File: src/haw_pkg.sv
// package: register map, field layout, timing constants and carrier types of the halt wake timer
package haw_pkg;

    // register bus geometry
    localparam int unsigned ADDR_W = 10;
    localparam int unsigned DATA_W = 32;
    localparam int unsigned BE_W   = 4;

    // register indices as printed, byte address is four times the index
    localparam logic [7:0]        IDX_PRESCALER  = 8'h49;
    localparam logic [7:0]        IDX_CONTROL    = 8'h4A;
    localparam logic [ADDR_W-1:0] ADDR_PRESCALER = {IDX_PRESCALER, 2'b00};
    localparam logic [ADDR_W-1:0] ADDR_CONTROL   = {IDX_CONTROL, 2'b00};

    // control/status field positions
    localparam int unsigned CSR_ENABLE_BIT  = 0;
    localparam int unsigned CSR_MEASURE_BIT = 1;
    localparam int unsigned CSR_FLAG_BIT    = 2;

    // values after reset, and the zero prescaler value that a write cannot set
    localparam logic [7:0] PRESCALER_RESET = 8'hFF;
    localparam logic [7:0] CONTROL_RESET   = 8'h00;
    localparam logic [7:0] PRESCALER_ZERO  = 8'h00;

    // fixed divider in front of the prescaler
    localparam int unsigned      FIXED_DIV   = 64;
    localparam int unsigned      FIXED_DIV_W = 6;
    localparam logic [5:0]       FIXED_LAST  = 6'(FIXED_DIV - 1);

    // oscillator stabilisation waits, in cpu cycles
    localparam int unsigned      STAB_W         = 13;
    localparam int unsigned      STAB_SHORT_CYC = 256;
    localparam int unsigned      STAB_LONG_CYC  = 4096;
    localparam logic [STAB_W-1:0] STAB_SHORT_LOAD = 13'(STAB_SHORT_CYC - 1);
    localparam logic [STAB_W-1:0] STAB_LONG_LOAD  = 13'(STAB_LONG_CYC - 1);

    // pll start-up time, a least time so the cycle count rounds up
    localparam int unsigned      CLK_PERIOD_PS   = 8000;
    localparam int unsigned      PLL_START_NS    = 1000;
    localparam int unsigned      PLL_START_CYC   = (PLL_START_NS * 1000 + CLK_PERIOD_PS - 1) / CLK_PERIOD_PS;
    localparam logic [STAB_W-1:0] PLL_START_LOAD = 13'(PLL_START_CYC - 1);

    // power state of the device
    typedef enum logic [2:0] {
        HAW_RUN,
        HAW_HALT_PLAIN,
        HAW_HALT_TIMED,
        HAW_STABILISE,
        HAW_PLL_WAIT
    } haw_state_t;

    // avalon request from the master
    typedef struct packed {
        logic              read;
        logic              write;
        logic [ADDR_W-1:0] address;
        logic [BE_W-1:0]   byteenable;
        logic [DATA_W-1:0] writedata;
    } haw_bus_req_t;

    // avalon answer to the master
    typedef struct packed {
        logic              waitrequest;
        logic [DATA_W-1:0] readdata;
    } haw_bus_rsp_t;

    // power and clock controls toward the clock controller
    typedef struct packed {
        logic halt_mode;
        logic timed_halt_mode;
        logic main_osc_on;
        logic periph_clk_en;
        logic wake_rc_osc_en;
        logic cpu_run;
    } haw_pwr_t;

endpackage

File: src/haw_wake_counter.sv
// wake delay counter: fixed divide-by-64 followed by the programmable prescaler
`timescale 1ns/1ps
module haw_wake_counter
    import haw_pkg::*;
(
    // clock and reset
    input  wire logic       clock,
    input  wire logic       rst_n,
    // control from the power state machine
    input  wire logic       start,
    input  wire logic       run,
    input  wire logic       rc_tick,
    input  wire logic [7:0] prescaler,
    // expiry pulse
    output logic            expired_q
);
    import haw_pkg::*;

    logic [5:0] div_q;
    logic [7:0] pre_q;
    logic [7:0] limit_q;
    logic       done_q;
    wire        div_wrap = (div_q == FIXED_LAST);
    wire        pre_last = (pre_q == 8'(limit_q - 8'h01));
    wire        counting = run && !done_q && rc_tick;

    // restart on each entry, stop once the interrupt was raised
    always_ff @(posedge clock) begin
        if (!rst_n || start) begin
            div_q     <= '0;
            pre_q     <= '0;
            done_q    <= 1'b0;
            expired_q <= 1'b0;
        end else begin
            expired_q <= counting && div_wrap && pre_last;
            if (counting) begin
                div_q <= div_wrap ? '0 : 6'(div_q + 6'h01);
                if (div_wrap) begin
                    pre_q  <= pre_last ? '0 : 8'(pre_q + 8'h01);
                    done_q <= pre_last;
                end
            end
        end
    end

    // prescaler is caught at entry so a later write cannot stretch a running delay
    always_ff @(posedge clock) begin
        if (!rst_n) begin
            limit_q <= PRESCALER_RESET;
        end else if (start) begin
            limit_q <= prescaler;
        end
    end

endmodule

File: src/haw_top.sv
// halt wake timer: register slave, power state machine and rc clock handling
//
// Chosen here: register access over Avalon-MM.
`timescale 1ns/1ps
module haw_top
    import haw_pkg::*;
(
    // clock and reset
    input  wire logic                  clock,
    input  wire logic                  rst_n,
    // avalon-mm register slave
    input  wire haw_pkg::haw_bus_req_t bus_req,
    output haw_pkg::haw_bus_rsp_t      bus_rsp,
    // cpu core
    input  wire logic                  halt_exec,
    input  wire logic                  ext_wake_irq,
    input  wire logic [1:0]            wake_irq_priority,
    input  wire logic [1:0]            cpu_irq_level,
    input  wire logic                  cc_popped,
    output logic                       wake_irq,
    output logic                       cc_imask_clear,
    output logic                       svc_start,
    output logic [1:0]                 svc_level,
    // options and watchdog
    input  wire logic                  watchdog_active,
    input  wire logic                  watchdog_halt_option,
    input  wire logic                  stab_long_sel,
    input  wire logic                  pll_enable,
    output logic                       watchdog_reset,
    // clock controller and auto-reload timer
    input  wire logic                  wake_rc_clock,
    output haw_pkg::haw_pwr_t          pwr,
    output logic                       rc_capture
);
    import haw_pkg::*;

    // register state
    logic [7:0]        prescaler_q;
    logic              enable_q;
    logic              measure_q;
    logic              flag_q;
    // bus answer state
    logic              waitrequest_q;
    logic [DATA_W-1:0] readdata_q;
    // power state
    haw_state_t        state_q;
    haw_state_t        state_d;
    logic [STAB_W-1:0] wait_q;
    logic [STAB_W-1:0] wait_d;
    haw_pwr_t          pwr_q;
    // cpu-side pulses and levels
    logic              cc_imask_clear_q;
    logic              svc_start_q;
    logic [1:0]        svc_level_q;
    logic [1:0]        saved_level_q;
    logic              watchdog_reset_q;
    // rc clock synchroniser and edge detect
    logic              rc_meta_q;
    logic              rc_sync_q;
    logic              rc_prev_q;
    logic              rc_capture_q;
    // counter link
    logic              expired;
    // next values and qualifiers, all continuous
    logic              notice;
    logic              waitrequest_d;
    logic [DATA_W-1:0] readdata_d;
    logic [7:0]        prescaler_d;
    logic              enable_d;
    logic              measure_d;
    logic              flag_d;
    logic              in_timed;
    logic              halt_entry;
    logic              wdg_reset_d;

    // decode of the power controls for a state, used for the output register
    function automatic haw_pwr_t pwr_of(input haw_state_t st, input logic meas);
        haw_pwr_t p;
        p.halt_mode       = (st == HAW_HALT_PLAIN) || (st == HAW_HALT_TIMED);
        p.timed_halt_mode = (st == HAW_HALT_TIMED);
        p.main_osc_on     = !p.halt_mode;
        p.periph_clk_en   = (st == HAW_RUN);
        p.wake_rc_osc_en  = p.timed_halt_mode || (meas && (st == HAW_RUN));
        p.cpu_run         = (st == HAW_RUN);
        return p;
    endfunction

    // bus decode; an access completes at the edge where waitrequest is low
    wire req_any      = bus_req.read || bus_req.write;
    wire access       = req_any && !waitrequest_q;
    wire hit_presc    = (bus_req.address == ADDR_PRESCALER);
    wire hit_ctrl     = (bus_req.address == ADDR_CONTROL);
    wire lane0        = bus_req.byteenable[0];
    wire wr_presc     = access && bus_req.write && hit_presc && lane0;
    wire wr_ctrl      = access && bus_req.write && hit_ctrl && lane0;
    wire rd_ctrl      = access && bus_req.read && hit_ctrl;
    wire [7:0] wdata  = bus_req.writedata[7:0];
    wire presc_ok     = (wdata != PRESCALER_ZERO);

    // register images as software sees them
    wire [7:0] ctrl_image  = {5'h00, flag_q, measure_q, enable_q};
    wire [DATA_W-1:0] rd_mux = hit_presc ? {24'h000000, prescaler_q} :
                               hit_ctrl  ? {24'h000000, ctrl_image}  : 32'h00000000;

    // power state decisions
    wire in_run        = (state_q == HAW_RUN);
    wire halt_take     = in_run && halt_exec;
    wire wdg_fires     = watchdog_active && !watchdog_halt_option;
    wire enter_timed   = halt_take && !wdg_fires && enable_q;
    wire enter_plain   = halt_take && !wdg_fires && !enable_q;
    wire rc_edge       = rc_sync_q && !rc_prev_q;
    wire wait_done     = (wait_q == '0);
    wire [STAB_W-1:0] stab_load = stab_long_sel ? STAB_LONG_LOAD : STAB_SHORT_LOAD;

    // bus answer next values; read data are caught when the request is first seen
    assign notice        = req_any && waitrequest_q;
    assign waitrequest_d = !notice;                          // low for exactly one cycle
    assign readdata_d    = bus_req.read ? rd_mux : '0;       // writes return zero

    // answer the master one cycle after a request appears, then rearm
    always_ff @(posedge clock) begin
        if (!rst_n) begin
            waitrequest_q <= 1'b1;
            readdata_q    <= '0;
        end else begin
            waitrequest_q <= waitrequest_d;
            if (notice) begin
                readdata_q <= readdata_d;
            end
        end
    end

    // prescaler next value; a zero write is dropped so the divider never sees zero
    assign prescaler_d = (wr_presc && presc_ok) ? wdata : prescaler_q;

    // prescaler register
    always_ff @(posedge clock) begin
        if (!rst_n) begin
            prescaler_q <= PRESCALER_RESET;
        end else begin
            prescaler_q <= prescaler_d;
        end
    end

    // control bit next values; only a lane-0 write to control/status moves them
    assign enable_d  = wr_ctrl ? wdata[CSR_ENABLE_BIT]  : enable_q;
    assign measure_d = wr_ctrl ? wdata[CSR_MEASURE_BIT] : measure_q;

    // software-owned control bits; reset gives an all-zero register
    always_ff @(posedge clock) begin
        if (!rst_n) begin
            enable_q  <= CONTROL_RESET[CSR_ENABLE_BIT];
            measure_q <= CONTROL_RESET[CSR_MEASURE_BIT];
        end else begin
            enable_q  <= enable_d;
            measure_q <= measure_d;
        end
    end

    // wake flag next value: set by expiry, cleared by a read, never by a write; set wins
    assign flag_d = expired ? 1'b1 : (rd_ctrl ? 1'b0 : flag_q);

    // wake flag register
    always_ff @(posedge clock) begin
        if (!rst_n) begin
            flag_q <= CONTROL_RESET[CSR_FLAG_BIT];
        end else begin
            flag_q <= flag_d;
        end
    end

    // two-stage synchroniser for the rc clock, then a third stage for edges
    always_ff @(posedge clock) begin
        if (!rst_n) begin
            rc_meta_q <= 1'b0;
            rc_sync_q <= 1'b0;
            rc_prev_q <= 1'b0;
        end else begin
            rc_meta_q <= wake_rc_clock;
            rc_sync_q <= rc_meta_q;
            rc_prev_q <= rc_sync_q;
        end
    end

    // measurement route to the timer capture, only in run mode
    always_ff @(posedge clock) begin
        if (!rst_n) begin
            rc_capture_q <= 1'b0;
        end else begin
            rc_capture_q <= measure_q && in_run && rc_sync_q;
        end
    end

    // next power state and wait count
    always_comb begin
        state_d = state_q;
        wait_d  = wait_q;
        unique case (state_q)
            HAW_RUN: begin
                // a halt under watchdog veto stays here
                if (enter_timed) begin
                    state_d = HAW_HALT_TIMED;
                end else if (enter_plain) begin
                    state_d = HAW_HALT_PLAIN;
                end
            end
            HAW_HALT_PLAIN: begin
                // only a halt-exit interrupt ends plain halt
                if (ext_wake_irq) begin
                    state_d = HAW_STABILISE;
                    wait_d  = stab_load;
                end
            end
            HAW_HALT_TIMED: begin
                // a pending interrupt at entry wakes at once
                if (expired || ext_wake_irq) begin
                    state_d = HAW_STABILISE;
                    wait_d  = stab_load;
                end
            end
            HAW_STABILISE: begin
                // count the stabilisation wait down, then the pll if enabled
                if (!wait_done) begin
                    wait_d = STAB_W'(wait_q - 1'b1);
                end else if (pll_enable) begin
                    state_d = HAW_PLL_WAIT;
                    wait_d  = PLL_START_LOAD;
                end else begin
                    state_d = HAW_RUN;
                end
            end
            HAW_PLL_WAIT: begin
                // extra pll start-up after the oscillator is stable
                if (!wait_done) begin
                    wait_d = STAB_W'(wait_q - 1'b1);
                end else begin
                    state_d = HAW_RUN;
                end
            end
            default: begin
                state_d = HAW_RUN;
            end
        endcase
    end

    // state registers; a reset always returns to run
    always_ff @(posedge clock) begin
        if (!rst_n) begin
            state_q <= HAW_RUN;
            wait_q  <= '0;
        end else begin
            state_q <= state_d;
            wait_q  <= wait_d;
        end
    end

    // power controls registered from the next state so they move with it
    always_ff @(posedge clock) begin
        if (!rst_n) begin
            pwr_q <= pwr_of(HAW_RUN, 1'b0);
        end else begin
            pwr_q <= pwr_of(state_d, measure_q);
        end
    end

    // halt entry side effects; a vetoed halt resets instead of clearing the mask
    assign halt_entry  = enter_timed || enter_plain;
    assign wdg_reset_d = halt_take && wdg_fires;

    // halt entry pulses, one cycle each
    always_ff @(posedge clock) begin
        if (!rst_n) begin
            cc_imask_clear_q <= 1'b0;
            watchdog_reset_q <= 1'b0;
        end else begin
            cc_imask_clear_q <= halt_entry;
            watchdog_reset_q <= wdg_reset_d;
        end
    end

    // service start: save the running level, raise to the routine's priority
    wire resume = (state_q != HAW_RUN) && (state_d == HAW_RUN);
    always_ff @(posedge clock) begin
        if (!rst_n) begin
            svc_start_q   <= 1'b0;
            svc_level_q   <= 2'h0;
            saved_level_q <= 2'h0;
        end else begin
            svc_start_q <= resume;
            if (resume) begin
                saved_level_q <= cpu_irq_level;
                svc_level_q   <= wake_irq_priority;
            end else if (cc_popped) begin
                svc_level_q <= saved_level_q;
            end
        end
    end

    // delay counter only runs while in timed halt
    assign in_timed = (state_q == HAW_HALT_TIMED);
    haw_wake_counter i_haw_wake_counter (
        .clock     (clock),
        .rst_n     (rst_n),
        .start     (enter_timed),
        .run       (in_timed),
        .rc_tick   (rc_edge),
        .prescaler (prescaler_q),
        .expired_q (expired)
    );

    // bus answer, straight from registers
    assign bus_rsp.waitrequest = waitrequest_q;
    assign bus_rsp.readdata    = readdata_q;

    // cpu side, straight from registers
    assign wake_irq            = flag_q;
    assign cc_imask_clear      = cc_imask_clear_q;
    assign svc_start           = svc_start_q;
    assign svc_level           = svc_level_q;
    assign watchdog_reset      = watchdog_reset_q;

    // clock controller and timer side, straight from registers
    assign pwr                 = pwr_q;
    assign rc_capture          = rc_capture_q;

endmodule

File: config.mk
export PLATFORM = sky130hd
export DESIGN_NAME = haw_top
export DESIGN_NICKNAME = d
export VERILOG_FILES = /design/src/haw_pkg.sv /design/src/haw_wake_counter.sv /design/src/haw_top.sv
export SDC_FILE = /design/constraint.sdc
export NUM_CORES = 1
export LEC_CHECK = 0
export BUFFER_PORTS_ARGS = -buffer_cell sky130_fd_sc_hd__buf_4
export CORE_UTILIZATION = 48
export DETAILED_ROUTE_END_ITERATION = 7
export HOLD_SLACK_MARGIN = 0.1
export PLACE_DENSITY = 0.77
export REMOVE_ABC_BUFFERS = 1
export SLEW_MARGIN = 20
export SYNTH_ARGS = -nofsm -noshare
export SYNTH_HDL_FRONTEND = slang
export SYNTH_HIERARCHICAL = 1
export SYNTH_SLANG_ARGS = --single-unit
File: constraint.sdc
create_clock -name clock -period 2.6 [get_ports clock]
set_input_delay 0.26 -clock clock [delete_from_list [all_inputs] [get_ports clock]]
set_output_delay 0.26 -clock clock [all_outputs]
set_load 0.02 [all_outputs]
==> flow_summary.ini <==
[synth]
post-synth-top-area-cell = dfxtp_1
syn_inst = 444
mappedNetlistArea_sq_um = 3953
ys_seq_area_share_pct = 38.49
yosys_warnings = 6
synthArstFlopShare_pct = 0
yosysTopAreaCellShare_pct = 38.49
ys_ff_latch = 76
synth_edf_count = 0
synth.distinct_cells = 72
avgSynthCellArea_sq_um = 8.902
synthTopCellsByArea = dfxtp_1 38%, mux2i_1 5.1%, buf_4 4.9%
synthFlopType = dfxtp_1

[detailed_routing]
viasPerCell = 5.477
dr_total_vias = 3407
drt_iter0_drc = 174
drc = 0
wire_per_inst_microns = 14.26
firstDrtPassIters = 5
ant_nets = 0
finalWirelength_mm = 8.868

[power]
combPwrFrac_pct = 18.5
p_clk_share_pct = 35.7
power_frac_seq_pct = 45.8
p_leak_nw = 2.004
p_int_mw = 1.893
ir_drop_uv = 281.3
p_sw_mw = 0.8071
p_per_area_nw_per_um2 = 570.6
netSwitchingFraction_pct = 29.89

[placed_design]
numPortBuffers = 56
dp.cells = 597
hpwl_mm = 6.459
place.gp.congestion = 0.8128

[finish]
layout_commonest_cell = buf_4
final_cell_mix = 80 x buf_4, 74 x dfxtp_1, 48 x nand2_1, 38 x nor2_1, 24 x conb_1
nFillCells = 694
layout.cells.non_filler = 622
multi_input_area_sq_um = 2186
synthToLayoutAreaGrowth_pct = 19.72
nets = 582
fin_util_pct = 60.30
drive_gt1_share_pct = 24.81
ff_latch_area_sq_um = 1524
diodes = 0

[grt]
grt_pass1_vias = 3250
grt_max_degree = 36
track_usage_pct = 22.03
grt_antenna_before_repair = 0
grt_pass1_wl_mm = 15.04
grt_overflow = 0

[timing]
tns_ns = 0
worst_pin_slew_ns = 0.6648
min_period_over_period_pct = 97.55
slew_viol_final = 0
max_freq_mhz = 394.3
rsz0062_at_grt = true
worst_clock_skew_ns = 0.01337
relSlewSlack_pct = 55.38
finalSetupViolations = 0
finalHoldViolations = 0
finalCriticalPeriod_ns = 2.536

[worst_setup_path]
critical_path_class = flop to flop
arrival_ns = 2.79
cp-end-kind = flop
crit_fanout = 5
cp.required_ns = 2.85
startpoint_type = flop

[cts]
cts_made_buffers = 9
clk_latency_ns = 0.36
cts_buffer_depth = 2
cts_root_buf = clkbuf_8
tritoncts = done
cts.sinks = 76
cts_htree_levels = 3
clkTransAtPathRegs_ns = 0.09

[die]
start_util_pct = 50.37
ioPinCount = 108
die-height_microns = 92.75
dieArea_sq_um = 8602
fp.dieW_microns = 92.75
core_area_sq_um = 7848
rows = 32

[run]
cap_viol_max_count = 0

[run_status]
status = complete, no violations

[min_path]
hp-class = primary input to flop
## registers in the layout, summed over array words and instances, names as in the netlist, 2 cells and up
register and count:
state_q 3, i_haw_wake_counter/pre_q 8, readdata_q 8, pwr 5, i_haw_wake_counter/limit_q 8, svc_level 2
i_haw_wake_counter/div_q 6, prescaler_q 8, saved_level_q 2, wait_q 13
## cell usage after synthesis (2+ instances only)
master    count
dfxtp_1      76
nand2_1      48
nor2_1       38
buf_4        26
a21oi_1      21
mux2i_1      20
nor3_1       17
clkbuf_1     14
xor2_1       11
inv_1        10
nor4_1        9
xnor2_1       9
nand3_1       8
o21ai_0       7
nand2b_1      6
nand3b_1      6
o211ai_1      6
a22oi_1       5
and3_1        5
ha_1          5
nor2b_1       5
or2_2         5
a211o_1       4
and2_1        4
nand4_1       4
nor4b_1       4
o22ai_1       4
a222oi_1      3
buf_6         3
o21ai_1       3
o21bai_1      3
o221a_1       3
or3b_2        3
a31oi_1       2
buf_2         2
mux2_2        2
nand4b_1      2
nor3_4        2
nor3b_1       2
o311a_1       2
o31a_1        2
o32ai_1       2
or3_1         2
## layer usage
| metal | vias up | track usage, % | part of all wire [%] |
|---|---|---|---|
| met4 | 0 | 6.667 | 0.73 |
| li1 | 1685 | - | - |
| met1 | 1603 | 25.95 | 43 |
| met5 | - | 0 | 0 |
| met3 | 7 | 6.568 | 6.2 |
| met2 | 112 | 38.40 | 50 |
## critical path: stages, from the launching register on
cell      delay, ns
dfxtp_2        0.33
inv_2          0.07
ha_4           0.13
or4b_4         0.47
or4_4          0.54
o311ai_4       0.42
buf_4          0.20
a21oi_1        0.04
o221a_1        0.22
## through the flow
step / setup slack [ns] / hold slack [ns] / cell area, sq um / power, mW
4_1_cts: 0.01660 / 0.1024 / 4706 / 2.715
3_3_place_gp: 0.04752 / 0.4474 / 4419 / 1.716
2_1_floorplan: -0.1655 / 0.3219 / 3729 / 1.533
5_1_grt: -0.0001883 / 0.1015 / 4732 / 2.836
6_report: 0.06371 / 0.1172 / 4732 / 2.700
3_5_place_dp: -0.02736 / 0.4393 / 4419 / 1.730
## worst paths after layout
kind              cells after the start       start  slack (ns)             end
hold reg to reg                       2  wait_q[11]        0.47      wait_q[11]
hold / removal                        3  bus_req[7]        0.12  prescaler_q[7]
setup / recovery                      8   wait_q[0]        0.06       wait_q[5]
setup reg to reg                      8   wait_q[0]        0.06       wait_q[5]
## kinds of logic (layout without fill, tap and decap cells)
| kind of cell | count (synthesis) | count (layout) | share of synthesized area (%) |
|---|---|---|---|
| AND/OR/NAND/NOR | 179 | 179 | 24.41 |
| buffers and inverters | 58 | 111 | 8.895 |
| AO/OA/AOI/OAI | 83 | 83 | 16.46 |
| multiplexers | 22 | 22 | 5.635 |
| other | 1 | 24 | 0.09488 |
| XOR/XNOR | 20 | 20 | 4.432 |
| flip-flops | 76 | 76 | 38.49 |
| adder cells (fa/ha/maj) | 5 | 5 | 1.583 |
## layout make-up
| cell class | instances | share of cell area (%) |
|---|---|---|
| timing repair buffer | 84 | 13.56 |
| clock buffer | 9 | 2.618 |
| clock inverter | 7 | 1.851 |
| inverter | 11 | 0.8726 |
| multi-input combinational | 333 | 46.19 |
| sequential | 76 | 32.21 |
| tap | 102 | 2.697 |
## power by group through the flow
stage | Combinational [mW] | Clock, mW | Sequential, mW
detailed placement | 0.468 | 0 | 1.26
finish | 0.499 | 0.965 | 1.24
global placement | 0.455 | 0 | 1.26
CTS | 0.491 | 0.989 | 1.24
global route | 0.544 | 1.05 | 1.24
floorplan | 0.253 | 0 | 1.28
## what timing repair did
item                                    4_1_cts  5_1_grt
endpoints found under the setup margin        5       13
hold buffers                                  3        0
hold endpoints to repair                      3        0
pin swaps                                     4        5
buffers inserted                              3        3
resized for setup                             8        1
(Power assumes the default switching activity.)
